==> config.mk <==
export PLATFORM = sky130hd
export DESIGN_NAME = ccs_sequencer
export DESIGN_NICKNAME = d
export VERILOG_FILES = /design/src/include/ccs_pkg.sv /design/src/verilog/ccs_sequencer.sv
export SDC_FILE = /design/constraint.sdc
export NUM_CORES = 1
export LEC_CHECK = 0
export ABC_AREA = 0
export BUFFER_PORTS_ARGS = -buffer_cell sky130_fd_sc_hd__buf_2
export CAP_MARGIN = 10
export CORE_MARGIN = 5
export CORE_UTILIZATION = 39
export CTS_CLUSTER_SIZE = 40
export DETAILED_ROUTE_END_ITERATION = 8
export GPL_TIMING_DRIVEN = 0
export PLACE_DENSITY_LB_ADDON = 0.08
export RECOVER_POWER = 50
export SLEW_MARGIN = 20
export SYNTH_ARGS = -nofsm -noshare
export SYNTH_HDL_FRONTEND = slang
export SYNTH_SLANG_ARGS = --single-unit
==> constraint.sdc <==
create_clock -name clk_i -period 2.9 [get_ports clk_i]
set_input_delay 0.435 -clock clk_i [delete_from_list [all_inputs] [get_ports clk_i]]
set_output_delay 0.435 -clock clk_i [all_outputs]
set_load 0.02 [all_outputs]
==> src/include/ccs_pkg.sv <==
/*
  package for the chain conversion sequencer: register offsets, control
  field positions, reset values, acquisition and conversion timing, and the
  sample and result carriers.
  assumes a 25 MHz clock and a 32-bit Avalon-MM register port.
*/
package ccs_pkg;

  // ****************************************************************
  // clock and timing
  // ****************************************************************
  localparam int unsigned CLK_MHZ        = 25;
  localparam int unsigned ACQ_STEP_NS    = 400;
  localparam int unsigned CONV_NS        = 600;
  localparam int unsigned HOP_DELAY_NS   = 200;
  localparam int unsigned ACQ_STEP_CYC   = (ACQ_STEP_NS * CLK_MHZ + 999) / 1000;
  localparam int unsigned CONV_CYC       = (CONV_NS * CLK_MHZ + 999) / 1000;
  localparam int unsigned HOP_CYC        = (HOP_DELAY_NS * CLK_MHZ + 999) / 1000;
  localparam int unsigned MAX_PARTS      = 50;
  localparam int unsigned NUM_VOLT       = 6;
  localparam int unsigned NUM_TEMP       = 6;
  localparam int unsigned NUM_CH         = 13;
  localparam int unsigned SELFTEST_CH    = 12;

  // ****************************************************************
  // register map (byte addresses)
  // ****************************************************************
  localparam logic [7:0] OFS_CONTROL  = 8'h00;
  localparam logic [7:0] OFS_ALERT    = 8'h04;
  localparam logic [7:0] OFS_COMMAND  = 8'h08;
  localparam logic [7:0] OFS_STATUS   = 8'h0C;
  localparam logic [7:0] OFS_ADC      = 8'h10;
  localparam logic [7:0] OFS_RESULT0  = 8'h40;
  localparam logic [7:0] OFS_RESULT_END = 8'h70;

  // control fields
  localparam int unsigned CTL_SEL_HI   = 15;
  localparam int unsigned CTL_SEL_LO   = 14;
  localparam int unsigned CTL_RB_HI    = 13;
  localparam int unsigned CTL_RB_LO    = 12;
  localparam int unsigned CTL_AVG_HI   = 10;
  localparam int unsigned CTL_AVG_LO   = 9;
  localparam int unsigned CTL_ACQ_HI   = 6;
  localparam int unsigned CTL_ACQ_LO   = 5;
  localparam int unsigned CTL_TERM     = 3;
  localparam logic [15:0] CONTROL_RST  = 16'h0000;
  localparam logic [1:0]  ALERT_RST    = 2'h0;

  // command bits
  localparam int unsigned CMD_START    = 0;
  localparam int unsigned CMD_ALL      = 1;

  // selection codes
  localparam logic [1:0] SEL_ALL      = 2'h0;
  localparam logic [1:0] SEL_ODD      = 2'h1;
  localparam logic [1:0] SEL_VOLT     = 2'h2;
  localparam logic [1:0] SEL_SELFTEST = 2'h3;

  typedef struct packed {
    logic [3:0]  chan;
    logic [11:0] data;
  } ccs_sample_s;

  typedef struct packed {
    logic [3:0]  chan;
    logic [11:0] data;
    logic        alert_en;
  } ccs_result_s;

endpackage

==> src/verilog/ccs_sequencer.sv <==
/*
  chain conversion sequencer: takes a start from the pin or chip select,
  relays it up the chain after one hop delay, walks the selected channels
  with acquisition and conversion phases, averages repeats and stores
  results, then hands each to the alert path unless alert_cfg masks it (channel 8 or 10).
  assumes synchronous inputs, a 12-bit converter answering adc_valid_i
  within the conversion slot, and an Avalon-MM master.
*/
// Register access over Avalon-MM and the register offsets were left to the implementer.
`timescale 1ns/1ps

module ccs_sequencer (
  input  wire logic                 clk_i,
  input  wire logic                 srst_i,
  input  wire logic                 conversion_start_pin_n_i,
  input  wire logic                 cs_n_i,
  input  wire logic                 chain_start_i,
  output logic                      chain_start_o,
  output logic                      adc_start_o,
  output logic [3:0]                adc_chan_o,
  output logic                      adc_bandgap_o,
  input  wire logic                 adc_valid_i,
  input  wire logic [11:0]          adc_data_i,
  output logic                      thermistor_termination_en_o,
  output ccs_pkg::ccs_result_s      result_o,
  output logic                      result_valid_o,
  output logic                      busy_o,
  input  wire logic [7:0]           avs_address,
  input  wire logic                 avs_read,
  input  wire logic                 avs_write,
  input  wire logic [31:0]          avs_writedata,
  output logic [31:0]               avs_readdata,
  output logic                      avs_waitrequest
);

  // ****************************************************************
  // helpers
  // ****************************************************************
  function automatic logic [6:0] acq_cycles(input logic [1:0] code);
    acq_cycles = 7'((32'(code) + 32'd1) * ccs_pkg::ACQ_STEP_CYC);
  endfunction

  function automatic logic channel_selected(input logic [1:0] sel, input logic [3:0] ch);
    unique case (sel)
      ccs_pkg::SEL_ALL:      channel_selected = (ch < 4'hC);
      ccs_pkg::SEL_ODD:      channel_selected = (ch < 4'h6) || (ch == 4'h6) ||
                                                (ch == 4'h8) || (ch == 4'hA);
      ccs_pkg::SEL_VOLT:     channel_selected = (ch < 4'h6);
      ccs_pkg::SEL_SELFTEST: channel_selected = (ch == 4'hC);
    endcase
  endfunction

  // ****************************************************************
  // registers
  // ****************************************************************
  logic [15:0] control, next_control;
  logic [1:0]  alert_cfg, next_alert_cfg;
  logic [11:0] results [ccs_pkg::NUM_CH];
  logic [11:0] next_results [ccs_pkg::NUM_CH];
  logic        cs_prev, next_cs_prev;
  logic        pin_prev, next_pin_prev;
  logic        rd_ack, next_rd_ack;
  logic [31:0] rdata, next_rdata;
  logic        sw_start, self_all;

  wire logic [1:0] sel_f = control[ccs_pkg::CTL_SEL_HI:ccs_pkg::CTL_SEL_LO];
  wire logic [1:0] avg_f = control[ccs_pkg::CTL_AVG_HI:ccs_pkg::CTL_AVG_LO];
  wire logic [1:0] acq_f = control[ccs_pkg::CTL_ACQ_HI:ccs_pkg::CTL_ACQ_LO];

  always_comb begin
    next_control   = control;
    next_alert_cfg = alert_cfg;
    next_rd_ack    = 1'b0;
    next_rdata     = rdata;
    sw_start       = 1'b0;
    self_all       = 1'b0;
    if (avs_write) begin
      unique case (avs_address)
        ccs_pkg::OFS_CONTROL: next_control   = avs_writedata[15:0];
        ccs_pkg::OFS_ALERT:   next_alert_cfg = avs_writedata[1:0];
        ccs_pkg::OFS_COMMAND: begin
          sw_start = avs_writedata[ccs_pkg::CMD_START];
          self_all = avs_writedata[ccs_pkg::CMD_ALL];
        end
        default: ;
      endcase
    end
    if (avs_read && !rd_ack) begin
      next_rd_ack = 1'b1;
      next_rdata  = 32'h0000_0000;
      if (avs_address == ccs_pkg::OFS_CONTROL) begin
        next_rdata = {16'h0000, control};
      end else if (avs_address == ccs_pkg::OFS_ALERT) begin
        next_rdata = {30'h0000_0000, alert_cfg};
      end else if (avs_address == ccs_pkg::OFS_STATUS) begin
        next_rdata = {31'h0000_0000, busy_o};
      end else if (avs_address >= ccs_pkg::OFS_RESULT0 &&
                   avs_address <= ccs_pkg::OFS_RESULT_END) begin
        next_rdata = {20'h0_0000, results[4'(avs_address[5:2])]};
      end
    end
  end

  assign avs_waitrequest = avs_read && !rd_ack;
  assign avs_readdata    = rdata;
  assign thermistor_termination_en_o = control[ccs_pkg::CTL_TERM];

  // ****************************************************************
  // start detection and chain relay
  // ****************************************************************
  logic        start_evt;
  logic        relay_evt;
  logic [2:0]  hop_cnt, next_hop_cnt;
  logic        hop_run, next_hop_run;

  assign next_cs_prev  = cs_n_i;
  assign next_pin_prev = conversion_start_pin_n_i;
  // a software start stays local unless the all-devices flag goes with it
  assign relay_evt = (!cs_prev && cs_n_i) || (pin_prev && !conversion_start_pin_n_i) ||
                     chain_start_i || (sw_start && self_all);
  assign start_evt = relay_evt || sw_start;

  always_comb begin
    next_hop_cnt = hop_cnt;
    next_hop_run = hop_run;
    if (relay_evt) begin
      next_hop_run = 1'b1;
      next_hop_cnt = 3'(ccs_pkg::HOP_CYC);
    end else if (hop_run) begin
      next_hop_cnt = hop_cnt - 3'h1;
      if (hop_cnt == 3'h1) begin
        next_hop_run = 1'b0;
      end
    end
  end
  assign chain_start_o = hop_run && (hop_cnt == 3'h1);

  // ****************************************************************
  // conversion sequence
  // ****************************************************************
  typedef enum logic [1:0] {CCS_IDLE, CCS_ACQ, CCS_CONV} ccs_state_e;
  ccs_state_e  state, next_state;
  logic [3:0]  chan, next_chan;
  logic [6:0]  tmr, next_tmr;
  logic [3:0]  rep, next_rep;
  logic [14:0] acc, next_acc;
  ccs_pkg::ccs_result_s next_result;
  logic        next_result_valid;
  logic [11:0] avg_val;

  assign avg_val = 12'((acc + 15'(adc_data_i)) >> avg_f);

  always_comb begin
    next_state        = state;
    next_chan         = chan;
    next_tmr          = tmr;
    next_rep          = rep;
    next_acc          = acc;
    next_results      = results;
    next_result       = result_o;
    next_result_valid = 1'b0;
    adc_start_o       = 1'b0;
    unique case (state)
      CCS_IDLE: begin
        next_chan = (sel_f == ccs_pkg::SEL_SELFTEST) ? 4'hC : 4'h0;
        if (start_evt) begin
          next_state = CCS_CONV; // first input already held
          next_tmr   = 7'(ccs_pkg::CONV_CYC);
          next_rep   = 4'h0;
          next_acc   = 15'h0000;
          adc_start_o = 1'b1;
        end
      end
      CCS_ACQ: begin
        if (tmr <= 7'h1) begin
          next_state  = CCS_CONV;
          adc_start_o = 1'b1;
        end else begin
          next_tmr = tmr - 7'h1;
        end
      end
      CCS_CONV: begin
        if (adc_valid_i) begin
          next_tmr = acq_cycles(acq_f);
          if (rep != 4'((4'h1 << avg_f) - 4'h1)) begin
            next_acc   = acc + 15'(adc_data_i);
            next_rep   = rep + 4'h1;
            next_state = CCS_ACQ;
          end else begin
            next_results[chan] = avg_val;
            next_result.chan   = chan;
            next_result.data   = avg_val;
            next_result.alert_en = !((chan == 4'hA && alert_cfg[1]) ||
                                     (chan == 4'h8 && alert_cfg[0]));
            next_result_valid  = 1'b1;
            next_rep = 4'h0;
            next_acc = 15'h0000;
            if (chan < 4'hB && channel_selected(sel_f, chan + 4'h1)) begin
              next_chan  = chan + 4'h1;
              next_state = CCS_ACQ;
            end else if (chan < 4'hA && channel_selected(sel_f, chan + 4'h2)) begin
              next_chan  = chan + 4'h2;
              next_state = CCS_ACQ;
            end else begin
              next_chan  = 4'h0; // back to cell one
              next_state = CCS_IDLE;
            end
          end
        end
      end
    endcase
  end

  assign adc_chan_o    = chan;
  assign adc_bandgap_o = (chan == ccs_pkg::SELFTEST_CH[3:0]);
  assign busy_o        = (state != CCS_IDLE);

  always_ff @(posedge clk_i) begin
    if (srst_i) begin
      control        <= ccs_pkg::CONTROL_RST;
      alert_cfg      <= ccs_pkg::ALERT_RST;
      rd_ack         <= 1'b0;
      rdata          <= 32'h0000_0000;
      cs_prev        <= 1'b1;
      pin_prev       <= 1'b1;
      hop_cnt        <= 3'h0;
      hop_run        <= 1'b0;
      state          <= CCS_IDLE;
      chan           <= 4'h0;
      tmr            <= 7'h00;
      rep            <= 4'h0;
      acc            <= 15'h0000;
      result_o       <= '0;
      result_valid_o <= 1'b0;
      for (int i = 0; i < ccs_pkg::NUM_CH; i++) results[i] <= 12'h000;
    end else begin
      control        <= next_control;
      alert_cfg      <= next_alert_cfg;
      rd_ack         <= next_rd_ack;
      rdata          <= next_rdata;
      cs_prev        <= next_cs_prev;
      pin_prev       <= next_pin_prev;
      hop_cnt        <= next_hop_cnt;
      hop_run        <= next_hop_run;
      state          <= next_state;
      chan           <= next_chan;
      tmr            <= next_tmr;
      rep            <= next_rep;
      acc            <= next_acc;
      result_o       <= next_result;
      result_valid_o <= next_result_valid;
      results        <= next_results;
    end
  end

  // ****************************************************************
  // checks
  // ****************************************************************
  a_start_relay: assert property (@(posedge clk_i) disable iff (srst_i)
    relay_evt && !hop_run |-> ##(ccs_pkg::HOP_CYC) chain_start_o)
    else $error("chain start not relayed after hop delay");
  a_pin_start: assert property (@(posedge clk_i) disable iff (srst_i)
    $fell(conversion_start_pin_n_i) && state == CCS_IDLE |=> state == CCS_CONV)
    else $error("pin start ignored");
  a_cs_start: assert property (@(posedge clk_i) disable iff (srst_i)
    $rose(cs_n_i) && state == CCS_IDLE |=> busy_o)
    else $error("chip select start ignored");
  a_volt_only: assert property (@(posedge clk_i) disable iff (srst_i)
    adc_start_o && sel_f == ccs_pkg::SEL_VOLT |-> chan < 4'h6)
    else $error("temperature converted in voltage mode");
  a_odd_temps: assert property (@(posedge clk_i) disable iff (srst_i)
    adc_start_o && sel_f == ccs_pkg::SEL_ODD |-> chan != 4'h7 && chan != 4'h9 && chan != 4'hB)
    else $error("even temperature converted");
  a_mask_t5: assert property (@(posedge clk_i) disable iff (srst_i)
    result_valid_o && result_o.chan == 4'hA && alert_cfg[1] |-> !result_o.alert_en)
    else $error("masked temperature reached alert");
  a_selftest_alert: assert property (@(posedge clk_i) disable iff (srst_i)
    result_valid_o && result_o.chan == 4'hC |-> result_o.alert_en)
    else $error("self-test result kept from alert path");
  a_return_cell1: assert property (@(posedge clk_i) disable iff (srst_i)
    state == CCS_CONV && next_state == CCS_IDLE |=> chan == 4'h0 || sel_f == ccs_pkg::SEL_SELFTEST)
    else $error("mux not returned to cell one");
  a_acq_time: assert property (@(posedge clk_i) disable iff (srst_i)
    $rose(state == CCS_ACQ) |-> tmr == acq_cycles(acq_f))
    else $error("acquisition time wrong");
  a_read_ans: assert property (@(posedge clk_i) disable iff (srst_i)
    avs_read && avs_waitrequest |=> !avs_waitrequest)
    else $error("read not answered in one cycle");

endmodule

======== After elaboration in Yosys (flattened, before gate mapping) ========
Cells that the tools add are included.
word-level totals
  register bits after elaboration ......... 263
  input port bits ......................... 60
  output and inout port bits .............. 60
operators by class
  bitwise gates (word level) .............. 5
  multipliers ............................. 1
  add/subtract/negate cells ............... 8
  mux-type cells .......................... 58
  shifts and indexed selects .............. 2
  order comparisons ....................... 12
  equal/unequal tests ..................... 26
  reduce and logical (&&, ||, !) cells .... 41
operators by type and width
  cell                   number
  $bwmux W156            1
  $mux W12               6
  $bmux W12 S4           1
  $demux W12 S4          1
  $mux W15               3
  $eq A4 B4 Y1 const B   9
  $mux W4                8
  $pmux W15 S2           1
  $mux W1                21
  $mux W7                3
  $pmux W7 S3            1
  $eq A8 B4 Y1 const B   2
  $lt A4 B4 Y1 const B   4
  $mux W16               1
  $pmux W4 S2            2
  $add A15 B12 Y15       1
  $reduce_and A3 Y1      5
  $shr A15 B2 Y12        1
  $logic_and A1 B1 Y1    11
  $logic_or A1 B1 Y1     11
  $ge A5 B5 Y1 const B   2
  $ne A2 B2 Y1 const B   5
  $not A4 Y5             2
  $add A4 B1 Y4 const B  2
  31 further kinds       49

======== Longest topological paths before layout ========
Gate-level depths: netlist of run 1.
  word-level depth ........................ 20
  depth in mapped cells ................... 11
  depth with buffers taken out ............ 10

======== Worst setup path after synthesis of run 1 ========
OpenSTA, ideal clock, no wires.
  path type ............................... input to register
  start point ............................. input port adc_data_i[0]
  end point ............................... register results[131] (netlist bit)
  required time ........................... 2.754 ns
  setup time .............................. 0.146 ns
  cell stages on the path ................. 11
  slack ................................... 0.019 ns
  arrival ................................. 2.735 ns
  cells stage by stage .................... ha_1 inv_1 fa_1 nor2b_1 o2111a_1 o2111ai_1 and3_1 nor4_1 a211o_1 buf_1 o221ai_1
on the way
  word-level cells in the longest chain between the ends .. 3
ends and longest elaborated chain
  what                    line                  source
  start: declaration      ccs_sequencer.sv:23   input wire logic [11:0] adc_data_i,
  $add A15 B12 Y15        ccs_sequencer.sv:151  assign avg_val = 12'((acc + 15'(adc_data_i)) >> avg_f);
  $shr A15 B2 Y12         ccs_sequencer.sv:151
  $bwmux W156             ccs_sequencer.sv:190  next_results[chan] = avg_val;
  end signal: assignment  ccs_sequencer.sv:252  results <= next_results;
  end: declaration        ccs_sequencer.sv:58   logic [11:0] results [ccs_pkg::NUM_CH];
No other way between the ends.
A chain may end at the register's enable or synchronous reset.

======== Worst setup path in the final report of run 1 ========
  start point ............................. register acc[8]
  end point ............................... register results[34] (netlist bit)
on the way
  word-level cells in the longest chain between the ends .. 3
ends and longest elaborated chain
  what                      line                  source
  start: declaration        ccs_sequencer.sv:146  logic [14:0] acc, next_acc;
  start signal: assignment  ccs_sequencer.sv:249  acc <= next_acc;
  $add A15 B12 Y15          ccs_sequencer.sv:151
  $shr A15 B2 Y12           ccs_sequencer.sv:151
  $bwmux W156               ccs_sequencer.sv:190
No other way between the ends.

==> results of run 1 <==
metal layers:
layer	GRT usage (%)	vias to the layer above
met4	5.83	0
met2	38.8	396
met1	34.1	5724
li1	-	5653
met3	4.02	62
met5	0	-
power by group:
part	internal, uW	total [uW]	switching [uW]
sequential	3540	3650	113
clock	2390	3940	1560
combinational	614	1920	1310
total	6540	9520	2980
flip-flops by register name, summed over array words and instances, names as in the netlist, 2 cells and up:
| register | flops |
|---|---|
| results | 156 |
| result_o | 17 |
| avs_readdata | 16 |
| control | 16 |
| acc | 15 |
| tmr | 7 |
| adc_chan_o | 4 |
| rep | 4 |
| hop_cnt | 3 |
| alert_cfg | 2 |
| state | 2 |
stage by stage:
| stage | hold WS [ns] | total power, uW | area [um^2] | setup WS [ns] | util [%] |
|---|---|---|---|---|---|
| 6_report | 0.0710 | 9520 | 15500 | 0.0997 | 46.5 |
| 5_1_grt | 0.0689 | 9910 | 15500 | -0.00163 | 46.5 |
| 4_1_cts | 0.0567 | 9540 | 15400 | 0.00378 | 46.1 |
| 3_5_place_dp | 0.443 | 5560 | 14100 | -0.997 | 42.3 |
| 3_3_place_gp | 0.438 | 5550 | 14100 | -0.952 | 42.3 |
| 2_1_floorplan | 0.429 | 4950 | 13100 | 0.0191 | - |
logic make-up (layout without fill, tap and decap cells):
| family | count (synthesis) | in the layout | synth area share, % |
|---|---|---|---|
| AND/OR/NAND/NOR | 567 | 567 | 22.9 |
| AO/OA/AOI/OAI | 382 | 382 | 19.0 |
| flip-flops | 247 | 247 | 37.9 |
| buffers and inverters | 181 | 334 | 6.48 |
| multiplexers | 74 | 74 | 9.72 |
| adder cells (fa/ha/maj) | 31 | 31 | 3.03 |
| XOR/XNOR | 14 | 14 | 0.939 |
| other | 1 | 17 | 0.0287 |
repair_timing:
item / 4_1_cts / 5_1_grt
gates cloned: 1 / 0
gates resized for setup: 42 / 50
endpoints found under the setup margin: 135 / 103
pin swaps: 8 / 6
buffers inserted: 12 / 5
path summary, 6_finish.rpt:
| kind | endpoint | cells after the start | start |
|---|---|---|---|
| setup / recovery | results[34]$_SDFFE_PP0P_ | 9 | acc[8]$_SDFFE_PP0P_ |
| hold / removal | cs_prev$_SDFF_PP1_ | 2 | cs_n_i |
| setup reg to reg | results[34]$_SDFFE_PP0P_ | 9 | acc[8]$_SDFFE_PP0P_ |
| hold reg to reg | avs_readdata[13]$_SDFFE_PP0P_ | 2 | avs_readdata[13]$_SDFFE_PP0P_ |
layout by cell type (no fill, tap or decap), types with 31 or more instances in the layout:
cell type / netlist / final
nand2_1: 190 / 190
a21oi_1: 141 / 140
nand3_1: 31 / 31
buf_2: 28 / 64
buf_4: 17 / 37
o21ai_1: 40 / 41
o21ai_0: 39 / 37
clkbuf_1: 82 / 114
nor2_1: 100 / 98
nand3b_1: 82 / 82
dfxtp_1: 247 / 245
mux4_2: 42 / 42
inv_1: 41 / 41
final cells by class:
type	count	area [um^2]
Timing Repair Buffer	102	510
Fill cell	3307	17800
Tap cell	448	561
Buffer	138	743
Multi-Input combinational cell	1084	7540
Sequential cell	247	4950
Clock inverter	17	231
Antenna cell	1	2.50
Inverter	41	154
Clock buffer	36	792
==> qor.csv, run 1 <==
stage,metric,value,unit
synthesis,synth top area cells,"dfxtp_1, mux4_2, nand2_1",
clock_network,number of H-tree levels,1,
placement,Final Wtd Congestion,0.879,
detailed_routing,ANT nets after route,0,
sta,Final Slew Violations,0,
synthesis,"flops & latches, synth",247,
synthesis,Synth top cells by count,"dfxtp_1, nand2_1, a21oi_1",
setup_path,CP max FO,9,
setup_path,delay of the slowest cell on the worst path,0.51,ns
final_layout,nets@finish,1734,
sta,FMAX,357,MHz
setup_path,CP Class,flip-flop to flip-flop,
setup_path,CP max-delay cell,or4_4,
synthesis,sequential area share after synthesis,37.9,%
sta,skew final,0.0184,ns
synthesis,share of the synthesized area in the top cell type,37.9,%
floorplan,DIE AREA,37200,um^2
sta,max_slew headroom,29.1,%
setup_path,CP arrival,3.21,ns
setup_path,FF-to-FF setup slack,0.1,ns
detailed_routing,Vias,11835,
sta,count of final hold-check violations,0,
detailed_routing,max layer used,met4,
detailed_routing,DR iter-0 viols,958,
synthesis,mapped cell area,13100,um^2
floorplan,Die Y,193,um
clock_network,Clock Tree Root,clkbuf_16,
synthesis,most frequent cell after synthesis,dfxtp_1,
clock_network,Num CTS Buffers,29,
detailed_routing,final wirelength,45.6,mm
status,status,"finished, final reports clean",
sta,RSZ-0062 raised after global routing,true,
clock_network,insertion delay to the later sink of the worst-skew pair,0.57,ns
clock_network,hold buffers post-CTS,0,
detailed_routing,met3 wire length,3.14,mm
placement,Placed Cells,2044,
final_layout,synth-to-layout area growth,18.6,%
synthesis,synth warn,0,
detailed_routing,met1 wire length,20.6,mm
detailed_routing,routed wire length per instance,21.6,um
worst_hold_path,Hold WC Path Type,input pin to flip-flop,
floorplan,initial core utilization,39.2,%
detailed_routing,Met2 Wirelength,20.7,mm
global_route,largest net degree at the start of global routing,16,
global_route,initial antenna violation count,0,
global_route,Total GRT Usage,24.1,%
synthesis,Post-synth EDFFs,0,
clock_network,clock sinks,247,
floorplan,Die W,193,um
synthesis,syn avg cell area,8.72,um^2
placement,HPWL Detailed,33.0,mm
power_and_ir_drop,PwrDens,615,nW/um^2
synthesis,asr flop ratio synth,0,%
synthesis,most used flip-flop cell after synthesis,dfxtp_1,
synthesis,leading area contributor after synthesis,dfxtp_1,
floorplan,core area,33300,um^2
clock_network,CTS tree,built,
sta,crit share post-route,96.6,%
final_layout,post-route insts no fill,2114,
setup_path,cells along the critical path,ha_1 > and3_2 > and4_1 > nor3_1 > or4_4 > a311oi_4 > buf_6 > buf_4 > a211oi_1,
floorplan,row cnt,67,
detailed_routing,via/cell ratio,5.60,
setup_path,"delay-heaviest family, CP",simple AND/OR/NAND/NOR gates,
power_and_ir_drop,worst vdd ir,538,uV
global_route,GRT overflow,0,
sta,final setup violation count,0,
synthesis,synth unique cells,82,
placement,IO Port Bufs,84,
sta,min cycle time layout,2.80,ns
global_route,vias in the first global route,11332,
job,max_cap viols,0,
clock_network,clk slew on worst S/H paths,0.07,ns
setup_path,Worst Setup End Kind,flip-flop,
sta,setup total negative slack,0,ns
global_route,first-pass GRT wire length,69.1,mm
detailed_routing,first drt pass iteration count,6,
floorplan,Boundary Pins,120,
setup_path,startpoint types,flip-flop,
detailed_routing,Residual DRC,0,
setup_path,Buf/Inv on CP,2,
setup_path,Worst EP required,3.31,ns
final_layout,ratio of cells with drive above 1 in the final layout,18.1,%
sta,worst-margin pin slew,1.06,ns
clock_network,Longest Clk Path Bufs,3,
power_and_ir_drop,Leak,0.00545,uW
synthesis,cells after synthesis,1497,
No activity file was read; power rests on OpenSTA's default activity.
==> run 2: changes to the inputs <==
==> constraint.sdc (replaced) <==
create_clock -name clk_i -period 2.76 [get_ports clk_i]
set_input_delay 0.414 -clock clk_i [delete_from_list [all_inputs] [get_ports clk_i]]
set_output_delay 0.414 -clock clk_i [all_outputs]
set_load 0.02 [all_outputs]
==> run 2 against run 1 <==
- the run now ends with negative setup slack left
- critical endpoint is now avs_readdata[9]$_SDFFE_PP0P_
- clock power decreased by 8.9%
- final cell count barely moved
- routed wire length increased by 0.55%
- die area stayed put
- first-iteration DRC count decreased by 7.2%
- flip-flop and latch count unchanged
- largest cell class unchanged
- combinational power grew 8%
==> qor.csv, run 2 (same netlist as run 1, synthesis figures left out) <==
stage,metric,value,unit,change
sta,crit share post-route,100,%,
final_layout,max reg flops,156,,unchanged
clock_network,insertion delay to the later sink of the worst-skew pair,0.57,ns,about the same
worst_hold_path,min-delay src,cs_n_i,,unchanged
detailed_routing,Vias,11791,,about the same
sta,count of final hold-check violations,0,,unchanged
sta,max_slew headroom,29.0,%,was 29.1%
detailed_routing,first drt pass iteration count,5,,was 6
power_and_ir_drop,combinational fraction of design power,21.9,%,was 20.2%
power_and_ir_drop,PwrDens,604,nW/um^2,was 615 nW/um^2
global_route,vias in the first global route,11334,,about the same
final_layout,n_diodes,0,,was 1
clock_network,Longest Clk Path Bufs,3,,unchanged
floorplan,Boundary Pins,120,,unchanged
power_and_ir_drop,worst vdd ir,539,uV,was 538 uV
final_layout,synth-to-layout area growth,20.6,%,was 18.6%
sta,worst setup margin,-0.0000915,ns,was 0.0997 ns
sta,final setup violation count,1,,was 0
power_and_ir_drop,Clock power frac,37.8,%,was 41.4%
floorplan,row cnt,67,,unchanged
detailed_routing,via/cell ratio,5.57,,was 5.60
sta,Final Slew Violations,0,,unchanged
worst_hold_path,Hold WC Path Type,input pin to flip-flop,,unchanged
global_route,GRT overflow,0,,unchanged
final_layout,ratio of cells with drive above 1 in the final layout,20.4,%,was 18.1%
setup_path,CP Class,input pin to flip-flop,,was flip-flop to flip-flop
clock_network,hold buffers post-CTS,0,,unchanged
global_route,first-pass GRT wire length,68.9,mm,was 69.1 mm
power_and_ir_drop,Sequential Power Share,40.4,%,was 38.4%
sta,setup total negative slack,-0.0000915,ns,was 0 ns
placement,Place WS,-1.11,ns,was -0.997 ns
final_layout,fin area,15700,um^2,was 15500 um^2
clock_network,number of H-tree levels,1,,unchanged
final_layout,nets@finish,1743,,was 1734
power_and_ir_drop,Switching Fraction,31.9,%,was 31.3%
setup_path,delay of the slowest cell on the worst path,0.57,ns,was 0.51 ns
floorplan,core area,33300,um^2,unchanged
setup_path,Buf/Inv on CP,3,,was 2
clock_network,Clock Tree Root,clkbuf_16,,unchanged
sta,skew final,0.0183,ns,was 0.0184 ns
sta,RSZ-0062 raised after global routing,true,,unchanged
global_route,largest net degree at the start of global routing,20,,was 16
setup_path,Worst EP required,3.19,ns,was 3.31 ns
setup_path,Setup crit start,avs_address[3],,was acc[8]$_SDFFE_PP0P_
floorplan,DIE AREA,37200,um^2,unchanged
setup_path,CP max FO,10,,was 9
detailed_routing,Residual DRC,0,,unchanged
sta,FMAX,362,MHz,
global_route,Total GRT Usage,24.0,%,was 24.1%
status,status,"complete, but fails checks",,"was finished, final reports clean"
placement,Placed Cells,2044,,unchanged
setup_path,CP max-delay cell,a211oi_1,,was or4_4
floorplan,initial core utilization,39.2,%,unchanged
power_and_ir_drop,Pint,6480,uW,was 6540 uW
floorplan,Die Y,193,um,unchanged
final_layout,largest register by flop count,results,,unchanged
setup_path,Reg2Reg Launch Point,acc[0]$_SDFFE_PP0P_,,was acc[8]$_SDFFE_PP0P_
placement,Area after DPL,14100,um^2,about the same
detailed_routing,routed wire length per instance,21.7,um,was 21.6 um
placement,Final Wtd Congestion,0.885,,was 0.879
sta,worst-margin pin slew,1.07,ns,was 1.06 ns
placement,IO Port Bufs,84,,unchanged
floorplan,Die W,193,um,unchanged
job,max_cap viols,0,,unchanged
final_layout,fillers,3278,,was 3307
setup_path,Worst Setup End Kind,flip-flop,,unchanged
detailed_routing,final wirelength,45.8,mm,was 45.6 mm
detailed_routing,ANT nets after route,0,,unchanged
setup_path,"delay-heaviest family, CP",buffers and inverters,,was simple AND/OR/NAND/NOR gates
sta,Min Hold Slack,0.0613,ns,was 0.0710 ns
placement,HPWL Detailed,33.1,mm,was 33.0 mm
power_and_ir_drop,Psw,3030,uW,was 2980 uW
detailed_routing,DR iter-0 viols,889,,was 958
final_layout,post-route insts no fill,2115,,was 2114
power_and_ir_drop,Leak,0.00549,uW,was 0.00545 uW
clock_network,clk slew on worst S/H paths,0.06,ns,was 0.07 ns
final_layout,"commonest non-fill, non-tap cells in the layout","dfxtp_1, nand2_1, a21oi_1, clkbuf_1, nor2_1",,unchanged
clock_network,clock sinks,247,,unchanged
setup_path,startpoint types,input pin,,was flip-flop
status,violated checks,negative setup slack,,
clock_network,CTS tree,built,,unchanged
final_layout,Largest regs,"results (156), result_o (17)",,unchanged
global_route,initial antenna violation count,2,,was 0
final_layout,"most common cell after layout, fill and taps aside",dfxtp_1,,unchanged
clock_network,Num CTS Buffers,28,,was 29
setup_path,CP arrival,3.19,ns,was 3.21 ns
sta,min cycle time layout,2.76,ns,
setup_path,cells along the critical path,clkbuf_1 > clkbuf_4 > buf_2 > mux4_2 > a211oi_1 > a21oi_1 > a221oi_1 > nor3_1,,was ha_1 > and3_2 > and4_1 > nor3_1 > or4_4 > a311oi_4 > buf_6 > buf_4 > a211oi_1
run 2: cell count changes in the layout (fill, tap and decap cells not counted), moves of 5 or more:
cell	delta
o21ai_0	-7
bufinv_16	-5
a211oi_1	-5
a21oi_1	-5
a211oi_2	+5
o21ai_2	+6
clkbuf_8	+5
ha_1	-6
a21oi_2	+5
nand2_1	-5
clkinv_2	-9
run 2: area by class of cell:
| cell class | count | area (um^2) | area share (%) |
|---|---|---|---|
| repair buffers | 113 | 663 | 4.21 |
| clock inverters | 2 | 37.5 | 0.238 |
| inverters | 41 | 154 | 0.978 |
| multi-input cells | 1084 | 7770 | 49.4 |
| plain buffers | 137 | 767 | 4.87 |
| well taps | 448 | 561 | 3.56 |
| clock buffers | 43 | 837 | 5.32 |
| flip-flops and latches | 247 | 4950 | 31.5 |
run 2: worst register-to-register path: stages (launching register included):
cell and delay, ns:
dfxtp_2 0.34, ha_4 0.16, inv_2 0.04, fa_2 0.36, nor2b_4 0.14, o2111a_2 0.27, o2111ai_4 0.17, a31oi_4 0.28
buf_6 0.13, xnor2_1 0.05, mux4_2 0.52, a211oi_2 0.19
run 2: metrics by stage:
stage | power (uW) | util [%]
finish | 9510 | 47.3
global route | 9930 | 47.3
CTS | 9520 | 46.5
detailed placement | 5850 | 42.5
global placement | 5830 | 42.4
floorplan | 5210 | -
run 2: per-layer routing:
| metal | up-vias | GRT usage, % | share of wire (%) |
|---|---|---|---|
| met2 | 391 | 37.8 | 45 |
| met1 | 5652 | 33.9 | 45 |
| li1 | 5659 | - | - |
| met3 | 85 | 3.73 | 6.7 |
| met4 | 4 | 8.33 | 3.4 |
| met5 | - | 0 | 0.046 |
run 2: repair_timing:
action | CTS | global route
buffers inserted | 18 | 9
gates cloned | 2 | 1
hold endpoints to repair | 0 | 0
endpoints found under the setup margin | 144 | 171
pin swaps | 25 | 21
gates resized for setup | 79 | 83
run 2: power by group through the flow:
stage	registers, uW	logic [uW]	clock network [uW]
global placement	3910	1920	0
global route	3850	2260	3810
CTS	3840	2010	3670
floorplan	3950	1260	0
finish	3840	2080	3590
detailed placement	3910	1940	0
run 2: final timing paths:
path	end	slack [ns]	cells past startpoint
hold reg to reg	results[15]$_SDFFE_PP0P_	0.45	2
setup reg to reg	results[11]$_SDFFE_PP0P_	0.03	11
setup / recovery	avs_readdata[9]$_SDFFE_PP0P_	-0.00009	8
hold / removal	cs_prev$_SDFF_PP1_	0.06	2
